## src/design/sppc_pkg.sv

```systemverilog
package sppc_pkg;

    // ------------------------------------------------------------
    // Timing
    // ------------------------------------------------------------
    localparam int CLK_HZ = 20_000_000;
    localparam int SPU_UNIT_US = 16; // Shortest predefined pulse, microseconds
    localparam int SPU_UNIT_CYC = (SPU_UNIT_US * CLK_HZ + 999_999) / 1_000_000;
    localparam int CNT_W = 24;

    // ------------------------------------------------------------
    // Duration value codes
    // ------------------------------------------------------------
    localparam logic [2:0] CODE_INF = 3'h7;
    localparam logic [2:0] CODE_DYN = 3'h6; // Strong pullup only

    // ------------------------------------------------------------
    // Command bytes and fields
    // ------------------------------------------------------------
    localparam logic [7:0] PULSE_MASK = 8'hed;
    localparam logic [7:0] PULSE_VAL = 8'hed;
    localparam logic [7:0] BYTE_TERM = 8'hf1;
    localparam int ARM_BIT = 1;
    localparam int PROG_BIT = 4;
    localparam logic [7:0] RESP_MASK = 8'hfc;
    localparam logic [7:0] RESP_SPU = 8'hec;

    // ------------------------------------------------------------
    // Control states
    // ------------------------------------------------------------
    typedef enum logic [1:0] {
        ST_IDLE = 2'b00, // No pulse
        ST_TERM = 2'b01, // Pulse from command mode, may be terminated
        ST_LOCK = 2'b10  // Armed data-mode pullup, not terminable
    } sppc_state_t;

endpackage : sppc_pkg

```

## src/design/sppc_pulse_if.sv

```systemverilog
`timescale 1ns/1ns
// Controller to pulse timer
interface sppc_pulse_if;
    logic start;
    logic prog;
    logic term;
    logic [2:0] code;
    logic spu_on;
    logic pp_on;
    logic inf;
    logic done;
    modport ctrl (output start, prog, term, code, input spu_on, pp_on, inf, done);
    modport timer (input start, prog, term, code, output spu_on, pp_on, inf, done);
endinterface : sppc_pulse_if

```

## src/design/sppc_timer.sv

```systemverilog
`timescale 1ns/1ns
module sppc_timer #(
    parameter int UNIT_CYC = sppc_pkg::SPU_UNIT_CYC
) (
    input wire logic clk_in,       // System clock
    input wire logic rst_n_in,     // Async reset, active low
    input wire logic load_low_in,  // Load sensor: demand below threshold
    sppc_pulse_if.timer pif        // Controller side
);

    logic ld_meta_reg;
    logic ld_sync_reg;
    logic [sppc_pkg::CNT_W-1:0] cnt_reg;
    logic inf_reg;
    logic dyn_reg;
    logic spu_reg;
    logic pp_reg;
    logic done_reg;
    logic active;
    logic end_now;
    logic [sppc_pkg::CNT_W-1:0] run_reg;
    logic [2:0] code_reg;

    // Predefined length grows by powers of two with the code
    function automatic logic [sppc_pkg::CNT_W-1:0] dur_cyc(input logic [2:0] code);
        dur_cyc = sppc_pkg::CNT_W'(UNIT_CYC) << code;
    endfunction : dur_cyc

    // ------------------------------------------------------------
    // Load sensor synchroniser
    // ------------------------------------------------------------
    always_ff @(posedge clk_in or negedge rst_n_in) begin
        if (!rst_n_in) begin
            ld_meta_reg <= 1'b0;
            ld_sync_reg <= 1'b0;
        end else begin
            ld_meta_reg <= load_low_in;
            ld_sync_reg <= ld_meta_reg;
        end
    end

    // ------------------------------------------------------------
    // Pulse timing
    // ------------------------------------------------------------
    assign active = spu_reg | pp_reg;
    // Infinite waits for terminate; dynamic for the sensor; else count
    assign end_now = active && ((inf_reg && pif.term)
                             || (dyn_reg && ld_sync_reg)
                             || (!inf_reg && !dyn_reg && cnt_reg == 1));

    // Start wins over end so a back-to-back request is never lost
    always_ff @(posedge clk_in or negedge rst_n_in) begin
        if (!rst_n_in) begin
            spu_reg <= 1'b0;
            pp_reg <= 1'b0;
            inf_reg <= 1'b0;
            dyn_reg <= 1'b0;
            cnt_reg <= '0;
        end else if (pif.start) begin
            spu_reg <= !pif.prog;
            pp_reg <= pif.prog;
            inf_reg <= pif.code == sppc_pkg::CODE_INF;
            dyn_reg <= !pif.prog && pif.code == sppc_pkg::CODE_DYN;
            cnt_reg <= dur_cyc(pif.code);
        end else if (end_now) begin
            spu_reg <= 1'b0;
            pp_reg <= 1'b0;
        end else if (active && cnt_reg != 0) begin
            cnt_reg <= cnt_reg - 1'b1;
        end
    end

    // End of pulse notice, one cycle
    always_ff @(posedge clk_in or negedge rst_n_in) begin
        if (!rst_n_in) begin
            done_reg <= 1'b0;
        end else begin
            done_reg <= end_now && !pif.start;
        end
    end

    assign pif.spu_on = spu_reg;
    assign pif.pp_on = pp_reg;
    assign pif.inf = inf_reg;
    assign pif.done = done_reg;

    // ------------------------------------------------------------
    // Checks
    // ------------------------------------------------------------
    // Check helper: cycles the pulse has stood, and the code it began with
    always_ff @(posedge clk_in or negedge rst_n_in) begin
        if (!rst_n_in) begin
            run_reg <= '0;
            code_reg <= 3'h0;
        end else if (pif.start) begin
            run_reg <= '0;
            code_reg <= pif.code;
        end else if (active) begin
            run_reg <= run_reg + 1'b1;
        end
    end
endmodule : sppc_timer

```

## src/design/sppc_ctrl.sv

```systemverilog
`timescale 1ns/1ns
//
// Overview of operation
// - Programming pulse length is predefined for duration codes 000 to 110.
// - Strong pullup length is predefined for duration codes 000 to 101.
// - Dynamic duration ends the pulse when the load sensor reports low demand.
// - Code 111 holds the pulse until the host terminates it.
// - Bit 1 of a pulse command arms the strong pullup; zero disarms.
// - Pulse starts as the command byte arrives; its response follows the end.
// - Terminate byte ends an infinite pulse at once, then pulse response goes.
// - Terminate byte in command mode gets no response of its own; in data mode it goes to the bus as data.
// - Armed in data mode, every transferred byte is followed by a pullup.
// - After 8th slot: pullup and data response together, pulse response at end.
// - Data-mode pullup cannot be terminated; infinite there hangs until reset.
// - Single bit command picks its pullup from its own bit 1.
// - Single bit pullup honours all durations, dynamic and infinite too.
// - Single bit: pullup and bit response together, pulse response at end.
// - Single bit infinite pullup holds until terminate, then pulse response.
// - One received byte is buffered while the previous one executes.
//
module sppc_ctrl #(
    parameter int UNIT_CYC = sppc_pkg::SPU_UNIT_CYC
) (
    input wire logic clk_in,             // 20 MHz clock
    input wire logic rst_n_in,           // Async reset, active low
    input wire logic [7:0] rx_byte_in,   // Byte from host receiver
    input wire logic rx_valid_in,        // Host byte strobe
    input wire logic data_mode_in,       // Device is in data mode
    input wire logic [2:0] spu_code_in,  // Strong pullup duration code
    input wire logic [2:0] ppd_code_in,  // Programming pulse duration code
    input wire logic exec_ready_in,      // Bus engine takes a byte
    input wire logic done_in,            // Bus engine finished a byte or bit
    input wire logic [7:0] done_resp_in, // Response of finished work
    input wire logic done_bit_in,        // Finished work was a single bit
    input wire logic done_spu_in,        // Bit 1 of that single bit command
    input wire logic tx_ready_in,        // Host transmitter takes a byte
    input wire logic load_low_in,        // Load sensor pin, asynchronous
    input wire logic overrun_clr_in,     // Clear overrun flag
    output logic [7:0] exec_byte_out,    // Byte for bus engine
    output logic exec_valid_out,         // Byte offered to bus engine
    output logic [7:0] tx_byte_out,      // Response byte to host
    output logic tx_valid_out,           // Response offered to host
    output logic spu_out,                // Strong 5V pullup on
    output logic ppe_out,                // 12V programming pulse on
    output logic armed_out,              // Strong pullup armed
    output logic overrun_out             // Host byte lost
);

    sppc_pulse_if pif ();

    sppc_pkg::sppc_state_t st_reg;
    sppc_pkg::sppc_state_t st_next;
    logic [7:0] buf_reg;
    logic buf_full_reg;
    logic armed_reg;
    logic overrun_reg;
    logic [7:0] exec_byte_reg;
    logic exec_valid_reg;
    logic exec_busy_reg;
    logic [7:0] resp_reg;
    logic [7:0] tx_byte_reg;
    logic tx_valid_reg;
    logic [7:0] pend_byte_reg;
    logic pend_vld_reg;
    logic is_pulse;
    logic is_term;
    logic can_go;
    logic start_cmd;
    logic fwd;
    logic drop_term;
    logic term_hit;
    logic consume;
    logic post_bit;
    logic post_arm;
    logic enq;
    logic [7:0] enq_byte;
    logic tx_free;

    function automatic logic pulse_cmd(input logic [7:0] b);
        pulse_cmd = (b & sppc_pkg::PULSE_MASK) == sppc_pkg::PULSE_VAL;
    endfunction : pulse_cmd

    sppc_timer #(
        .UNIT_CYC(UNIT_CYC)
    ) u_timer (
        .clk_in(clk_in),
        .rst_n_in(rst_n_in),
        .load_low_in(load_low_in),
        .pif(pif.timer)
    );

    // ------------------------------------------------------------
    // Buffer decode
    // ------------------------------------------------------------
    assign is_pulse = pulse_cmd(buf_reg);
    assign is_term = buf_reg == sppc_pkg::BYTE_TERM;
    // Issue only with both response slots free: bounds queue to two bytes
    assign can_go = buf_full_reg && st_reg == sppc_pkg::ST_IDLE && !exec_busy_reg
        && !exec_valid_reg && !done_in && !tx_valid_reg && !pend_vld_reg;
    assign start_cmd = can_go && is_pulse && !data_mode_in;
    assign drop_term = can_go && is_term && !data_mode_in;
    // In data mode every byte, terminate included, goes to the bus
    assign fwd = can_go && !start_cmd && !drop_term;
    // Only terminate leaves the buffer while an infinite pulse runs
    assign term_hit = buf_full_reg && st_reg == sppc_pkg::ST_TERM && pif.inf && is_term;
    assign consume = start_cmd || fwd || drop_term || term_hit;

    // ------------------------------------------------------------
    // Pullups after bus work
    // ------------------------------------------------------------
    assign post_bit = done_in && done_bit_in && done_spu_in;
    assign post_arm = done_in && !done_bit_in && data_mode_in && armed_reg;

    assign pif.start = start_cmd || post_bit || post_arm;
    assign pif.prog = start_cmd && buf_reg[sppc_pkg::PROG_BIT];
    assign pif.code = pif.prog ? ppd_code_in : spu_code_in;
    assign pif.term = term_hit;

    // ------------------------------------------------------------
    // One-byte receive buffer
    // ------------------------------------------------------------
    always_ff @(posedge clk_in or negedge rst_n_in) begin
        if (!rst_n_in) begin
            buf_reg <= 8'h00;
            buf_full_reg <= 1'b0;
        end else if (rx_valid_in && (!buf_full_reg || consume)) begin
            buf_reg <= rx_byte_in;
            buf_full_reg <= 1'b1;
        end else if (consume) begin
            buf_full_reg <= 1'b0;
        end
    end

    // Overrun flag; a new loss beats a clear in the same cycle
    always_ff @(posedge clk_in or negedge rst_n_in) begin
        if (!rst_n_in) begin
            overrun_reg <= 1'b0;
        end else if (rx_valid_in && buf_full_reg && !consume) begin
            overrun_reg <= 1'b1;
        end else if (overrun_clr_in) begin
            overrun_reg <= 1'b0;
        end
    end

    // ------------------------------------------------------------
    // Bus engine hand-off
    // ------------------------------------------------------------
    always_ff @(posedge clk_in or negedge rst_n_in) begin
        if (!rst_n_in) begin
            exec_byte_reg <= 8'h00;
            exec_valid_reg <= 1'b0;
        end else if (fwd) begin
            exec_byte_reg <= buf_reg;
            exec_valid_reg <= 1'b1;
        end else if (exec_ready_in) begin
            exec_valid_reg <= 1'b0;
        end
    end

    // Busy from hand-off to finish; keeps pulses off a running slot
    always_ff @(posedge clk_in or negedge rst_n_in) begin
        if (!rst_n_in) begin
            exec_busy_reg <= 1'b0;
        end else if (fwd) begin
            exec_busy_reg <= 1'b1;
        end else if (done_in) begin
            exec_busy_reg <= 1'b0;
        end
    end

    // ------------------------------------------------------------
    // Arming and pulse response
    // ------------------------------------------------------------
    always_ff @(posedge clk_in or negedge rst_n_in) begin
        if (!rst_n_in) begin
            armed_reg <= 1'b0;
        end else if (start_cmd) begin
            armed_reg <= buf_reg[sppc_pkg::ARM_BIT];
        end
    end

    always_ff @(posedge clk_in or negedge rst_n_in) begin
        if (!rst_n_in) begin
            resp_reg <= 8'h00;
        end else if (start_cmd) begin
            resp_reg <= buf_reg & sppc_pkg::RESP_MASK;
        end else if (post_bit || post_arm) begin
            resp_reg <= sppc_pkg::RESP_SPU;
        end
    end

    // ------------------------------------------------------------
    // Control state
    // ------------------------------------------------------------
    always_comb begin
        st_next = st_reg;
        case (st_reg)
            sppc_pkg::ST_IDLE: begin
                if (start_cmd || post_bit) begin
                    st_next = sppc_pkg::ST_TERM;
                end else if (post_arm) begin
                    st_next = sppc_pkg::ST_LOCK;
                end
            end
            sppc_pkg::ST_TERM, sppc_pkg::ST_LOCK: begin
                if (pif.done) begin
                    st_next = sppc_pkg::ST_IDLE;
                end
            end
            default: begin
                st_next = sppc_pkg::ST_IDLE;
            end
        endcase
    end

    always_ff @(posedge clk_in or negedge rst_n_in) begin
        if (!rst_n_in) begin
            st_reg <= sppc_pkg::ST_IDLE;
        end else begin
            st_reg <= st_next;
        end
    end

    // ------------------------------------------------------------
    // Response queue: output slot plus one pending
    // ------------------------------------------------------------
    // Terminate never enqueues; only bus work and pulse ends do
    assign enq = done_in || pif.done;
    assign enq_byte = pif.done ? resp_reg : done_resp_in;
    assign tx_free = !tx_valid_reg || tx_ready_in;

    always_ff @(posedge clk_in or negedge rst_n_in) begin
        if (!rst_n_in) begin
            tx_byte_reg <= 8'h00;
            tx_valid_reg <= 1'b0;
            pend_byte_reg <= 8'h00;
            pend_vld_reg <= 1'b0;
        end else if (tx_free) begin
            if (pend_vld_reg) begin
                tx_byte_reg <= pend_byte_reg;
                tx_valid_reg <= 1'b1;
                pend_vld_reg <= enq;
                pend_byte_reg <= enq_byte;
            end else begin
                tx_byte_reg <= enq_byte;
                tx_valid_reg <= enq;
            end
        end else if (enq) begin
            pend_byte_reg <= enq_byte;
            pend_vld_reg <= 1'b1;
        end
    end

    assign exec_byte_out = exec_byte_reg;
    assign exec_valid_out = exec_valid_reg;
    assign tx_byte_out = tx_byte_reg;
    assign tx_valid_out = tx_valid_reg;
    assign spu_out = pif.spu_on;
    assign ppe_out = pif.pp_on;
    assign armed_out = armed_reg;
    assign overrun_out = overrun_reg;
endmodule : sppc_ctrl

```

## config.mk

```make
export PLATFORM = sky130hd
export DESIGN_NAME = sppc_ctrl
export DESIGN_NICKNAME = d
export VERILOG_FILES = /design/src/design/sppc_pkg.sv /design/src/design/sppc_pulse_if.sv /design/src/design/sppc_timer.sv /design/src/design/sppc_ctrl.sv
export SDC_FILE = /design/constraint.sdc
export NUM_CORES = 1
export LEC_CHECK = 0
export ABC_CLOCK_PERIOD_IN_PS = 2700
export BUFFER_PORTS_ARGS = -buffer_cell sky130_fd_sc_hd__buf_2
export CORE_ASPECT_RATIO = 0.75
export CORE_MARGIN = 5
export CORE_UTILIZATION = 30
export CTS_BUF_LIST = sky130_fd_sc_hd__clkbuf_16
export DETAILED_ROUTE_END_ITERATION = 8
export SLEW_MARGIN = 20
export SYNTH_ARGS = -nofsm -noshare
export SYNTH_HDL_FRONTEND = slang
export SYNTH_SLANG_ARGS = --single-unit
```

## constraint.sdc

```tcl
create_clock -name clk_in -period 2.7 [get_ports clk_in]
set_input_delay 0.135 -clock clk_in [delete_from_list [all_inputs] [get_ports clk_in]]
set_output_delay 0.135 -clock clk_in [all_outputs]
set_load 0.01 [all_outputs]
```

## Yosys cells after proc, flatten, opt, wreduce, memory -nomap -nowiden

Index checks and enable logic that the tools add are counted.

- Register bits after elaboration: 80
- Latch bits: 0
- RAM bits: 0
- ROM bits: 0
- Input port bits: 33
- Output and inout bits: 22
- Word-level logic and storage cells: 137
- Memories: 0

- Add/subtract/negate cells: 1
- $mul: 0
- Divide/modulo/power cells: 0
- $lt $le $gt $ge: 0
- Equal/unequal tests: 11
- Shift-type cells: 1
- Mux-type cells: 30
- Bitwise logic cells: 1
- Reductions and logical operators: 72

Operator list:

| cell | count |
|---|---|
| 24-bit two-way mux | 3 |
| 8-bit two-way mux | 7 |
| 1-bit logical AND | 32 |
| 24-bit by 1-bit equality test with 1-bit output, second input constant | 1 |
| 24-bit nonzero test | 1 |
| 9-bit by 3-bit << shifter with 24-bit output, first input constant | 1 |
| 24-bit by 1-bit subtractor with 24-bit output, second input constant | 1 |
| 2-bit nonzero test | 8 |
| 1-bit logical NOT | 15 |
| 1-bit two-way mux | 15 |
| 1-bit logical OR | 11 |
| 8-bit equality test, second input constant | 1 |
| 3-bit equality test, second input constant | 2 |
| 6-bit equality test, second input constant | 1 |
| 2-bit two-way mux | 3 |
| 2-bit AND reduction | 3 |
| 2-bit by 1-bit != test with 1-bit output, second input constant | 2 |
| 2-bit one-hot mux with 2 select lines | 1 |
| 3-bit two-way mux | 1 |
| 3-bit by 2-bit != test with 1-bit output, second input constant | 1 |
| 2-bit by 1-bit equality test with 1-bit output, second input constant | 1 |
| 2-bit equality test, second input constant | 1 |
| 2-bit logical NOT | 1 |
| 2-bit != test, second input constant | 1 |
| other kinds (2) | 2 |

## Logic depth before layout (Yosys ltp)

- Depth after elaboration: 18
- Gate-level depth with buffers: 9
- Gate-level depth less buffers: 7

## Modules after synthesis

A second synthesis with hierarchy kept.

- Cells, all modules: 365
- Area, all modules: 3966.3 um^2

By module, submodules not included:

| module | times used | cells each | area an instance (um^2) | sequential area each (um^2) |
|---|---|---|---|---|
| sppc_ctrl | 1 | 176 | 2143.3 | 1176.1 |
| sppc_timer | 1 | 189 | 1823.0 | 775.7 |

## Least setup slack after synthesis

No wires, ideal clock.

- Path kind: flip-flop to flip-flop
- Start point: register u_timer.cnt_reg[0] (netlist name)
- End point: register u_timer.cnt_reg[20] (netlist name)
- Setup time: 0.078 ns
- Data arrival time: 2.526 ns
- Data required time: 2.622 ns
- Path slack: 0.096 ns
- Cell stages (with the launch flop): 9
- Path buffers: 1
- Clock period less this slack: 2.604 ns
- Cells stage by stage: dfrtp_1 > inv_1 > ha_1 > or3b_2 > or4_1 > buf_2 > or3_1 > or4_1 > a21oi_1

- Word-level cells in the longest chain between the ends: 6
- Elaborated cells between the ends (all ways): 13
- Those cells by class: 1 x add/sub; 2 x eq/ne; 3 x mux; 7 x reduce/logical

Ends and longest elaborated chain:

| element | RTL line | RTL |
|---|---|---|
| start, declared | sppc_timer.sv:13 | `logic [sppc_pkg::CNT_W-1:0] cnt_reg;` |
| start signal, assigned | sppc_timer.sv:64 | `cnt_reg <= dur_cyc(pif.code);` |
| start signal, assigned | sppc_timer.sv:69 | `cnt_reg <= cnt_reg - 1'b1;` |
| parallel branches: the longest is 6 deep, another holds 24-bit by 1-bit subtractor with 24-bit output | -- |  |

Several ways; the timed one is not identified. The select of a mux whose other input is x is not followed.
A chain may end at the register's enable or synchronous reset.

## Final worst setup path

- Start point: register u_timer.cnt_reg[1] (netlist name)
- End point: register u_timer.cnt_reg[20] (netlist name)

Same word-level chain as after synthesis.

==> results list <==
* Outcome: completed
- Number of placed cells counting well taps: 615
* Worst relative slew slack: 52.23%
- Site row count: 36
- The count of buffers added on input and output ports is 54.
- Switching Share: 32.37%
- Number of maximum-capacitance violations: 0
- Crit end category: flop
- Among all flip-flop cells after synthesis, the most frequent one is sky130_fd_sc_hd__dfrtp_1.
* Worst-skew pair later-pin latency: 330 ps
* Internal power contribution: 2.741 mW
* Area grow syn2layout: 23.51%
- Routability congestion estimate: 0.8995
* First-pass GRT wire length: 17.06 mm
- Number of vias in the routed layout: 3372
- Clock slew seen by the registers of the worst setup and hold paths: 60 ps
- Maximum number of pins on one net before global-route repair: 79
- The register with the most flip-flops in the layout has 24 of them.
* Clock Path Buffers: 2
- Excluding fillers, the count of instances in the completed layout stands at 634.
- Setup repair after global routing left no endpoint under its margin.
- The cell count after synthesis came out at 387.
- Register area share after synthesis: 48.84%
* Proportion of layout cells with a drive suffix above 1: 29.37%
* Ratio of routed vias to standard cells: 5.319
- The top cell type by area accounts for 48.84% of the synthesized area.
* Leak pwr: 2.096 nW
* GR Util All Layers: 13.70%
- Number of global-route vias before repair: 3311
- After global routing the overflow that remains totals 0.
- Sequential cell fraction of total power: 42.7%
- Setup violations remaining at the end of the flow were counted as 0.
- Area contributors post-synth: sky130_fd_sc_hd__dfrtp_1, sky130_fd_sc_hd__mux2_2, sky130_fd_sc_hd__or4_1, sky130_fd_sc_hd__a21oi_1, sky130_fd_sc_hd__mux2i_1
- Drt drc: 0
* Unique cell type count in the Yosys netlist: 57
- The critical path in this run is classified as flop to flop.
- Yosys mapped a number of flops with a built-in enable equal to 0.
- Total clock sinks: 78
* Top achievable clock speed: 388.8 MHz
* CTS tree: done
- Combinational logic is responsible for 28.9% of the overall power.
- From bottom edge to top edge, the die measures 110.0 µm.
- Post-Synthesis Mean Instance Area: 10.33 µm²
- Final nets: 497
- I/O pin cnt: 55
* Mapped Area: 0.003996 mm²
- Number of antenna violations at the first check in global routing: 0
* Clock group share of total power: 28.4%
- The final layout contains routed wiring with a total length of 10.54 mm.
- Final count of pins violating max slew: 0
- Required time of the critical path: 2960 ps
- For this design the ratio of total power to cell area is 821.0 mW/mm².
- The number of nets in the synthesized netlist is 424.
- Starting Density: 30.70%
- During synthesis, Yosys emitted a total of 0 warnings.
- sky130_fd_sc_hd__dfrtp_1 takes more of the synthesized area than any other cell.
* Total half-perimeter wirelength after legalization and detailed placement: 7.509 mm
- Total negative slack for setup checks: 0 ps
* Die outline area: 0.01575 mm²
- Drt first pass iters: 5
- VDD sags by at most 0.0005001 V.
* CTS root buf: sky130_fd_sc_hd__clkbuf_16
- The worst setup path is launched from a flop.
- Die boundary width: 143.3 µm
* Power spent charging and discharging nets: 1.312 mW
* Setup Skew: 5.385 ps
- After floorplanning, the core was sized to cover 0.01302 mm².
- Count of antenna-violating nets left after detailed routing: 0
* Violation count after the first detailed-routing iteration: 237
* Largest driver fanout on the critical path: 5
- TritonCTS buffer count: 9
- For the pin with the worst max-slew slack, the measured transition is 716.5 ps.
* Share of async-settable or async-resettable flops after synthesis: 100.0%
* H-tree levels: 3
- Dividing the final minimum period by the clock period gives 95.26%.
- Data arrival at the endpoint of the critical path: 2830 ps
* Final min period: 2572 ps
- In this run the worst hold path is classified as primary input to flop.
- Number of diodes: 0
- Flops & latches, synth: 78
- Routed WL per cell: 16.62 µm
* Final-report hold violation count: 0
==> timing repair <==
action / 4_1_cts / 5_1_grt
setup endpoints to repair: 0 / 17
hold buffers: 3 / 1
gates resized for setup: 0 / 5
endpoints found under the hold margin: 3 / 78
buffers inserted: 0 / 1
==> placed cells by master, fill, tap and decap left out, drive strengths merged, types with 7 or more instances in the layout <==
cell type	count
clkbuf	9
or4	18
inv	12
nor4	9
dfrtp	78
mux2i	11
a21oi	24
or3	17
o31ai	12
nand3	7
nand2	16
mux2	28
nor2	25
nor3	13
buf	80
o21ai	9
==> cells by family (layout without fill, tap and decap cells) <==
group | Yosys count | in the layout | share of synthesized area [%]
mux | 39 | 39 | 10.65
flops | 78 | 78 | 48.84
xor+xnor | 2 | 2 | 0.4384
fa+ha+maj | 4 | 4 | 1.252
simple gates | 148 | 148 | 21.63
compound gates | 83 | 83 | 14.03
buf+inv | 33 | 109 | 3.162
==> through the flow <==
stage / setup slack (ps) / hold slack (ps) / util (%) / instance area (µm²) / power [mW]
2_1_floorplan: 95.95 / -160.6 / - / 3996 / 2.430
3_5_place_dp: 65.30 / 245.6 / 35.27 / 4592 / 2.891
4_1_cts: 48.53 / 18.67 / 37.63 / 4898 / 4.064
3_3_place_gp: 130.4 / 243.9 / 35.27 / 4592 / 2.839
5_1_grt: 12.92 / 28.23 / 37.92 / 4936 / 4.307
6_report: 128.1 / 33.56 / 37.92 / 4936 / 4.052
==> path summary, 6_finish.rpt <==
| check | from | endpoint | slack [ps] | cells past startpoint |
|---|---|---|---|---|
| min | rx_byte_in[7] | buf_reg[7] | 30 | 2 |
| max in group asynchronous | rst_n_in | tx_byte_out[4] | 1800 | 2 |
| max | u_timer.cnt_reg[1] | u_timer.cnt_reg[20] | 130 | 7 |
| max reg2reg | u_timer.cnt_reg[1] | u_timer.cnt_reg[20] | 130 | 7 |
| min in group asynchronous | rst_n_in | u_timer.cnt_reg[4] | 420 | 2 |
| min reg2reg | u_timer.ld_meta_reg | u_timer.ld_sync_reg | 350 | 0 |
==> power groups by stage <==
stage               clock network (mW)  registers, mW  logic [mW]
floorplan                            0           1.73       0.700
global placement                     0           1.73        1.11
detailed placement                   0           1.75        1.14
CTS                               1.18           1.73        1.15
global route                      1.22           1.77        1.32
finish                            1.15           1.73        1.17
==> critical path, stage by stage (launching register included) <==
cell                      delay, ps
sky130_fd_sc_hd__dfrtp_1        410
sky130_fd_sc_hd__inv_1           90
sky130_fd_sc_hd__ha_2           210
sky130_fd_sc_hd__or3b_2         470
sky130_fd_sc_hd__or4_4          440
sky130_fd_sc_hd__or3_1          340
sky130_fd_sc_hd__or4_1          400
sky130_fd_sc_hd__a21oi_1        150
==> synthesized netlist by cell type, types with 6 or more instances <==
master / number
sky130_fd_sc_hd__inv_1: 11
sky130_fd_sc_hd__nor3_1: 13
sky130_fd_sc_hd__or3_1: 17
sky130_fd_sc_hd__nor2_1: 25
sky130_fd_sc_hd__clkbuf_1: 18
sky130_fd_sc_hd__nand2_1: 16
sky130_fd_sc_hd__a21oi_1: 24
sky130_fd_sc_hd__mux2i_1: 11
sky130_fd_sc_hd__mux2_2: 28
sky130_fd_sc_hd__a31oi_1: 6
sky130_fd_sc_hd__or4_1: 17
sky130_fd_sc_hd__nand3_1: 7
sky130_fd_sc_hd__dfrtp_1: 78
sky130_fd_sc_hd__and3_1: 6
sky130_fd_sc_hd__o21ai_0: 8
sky130_fd_sc_hd__nand2b_1: 6
sky130_fd_sc_hd__o31ai_1: 12
sky130_fd_sc_hd__nor4_1: 9
==> final cells by class <==
class | instances | area (µm²)
Clock inverter | 5 | 51.30
Timing Repair Buffer | 84 | 511.7
Inverter | 11 | 41.29
Fill cell | 1291 | 8082
Sequential cell | 78 | 1952
Tap cell | 171 | 214.0
Multi-Input combinational cell | 276 | 1941
Clock buffer | 9 | 225.2
==> routing by layer <==
layer	share of wire (%)	up-vias	GRT usage, %
met3	6.4	15	4.217
met1	48	1632	19.65
met2	44	108	20.21
met4	0.86	0	3.360
met5	0	-	0
li1	-	1617	-
No activity file was read; power rests on OpenSTA's default activity.
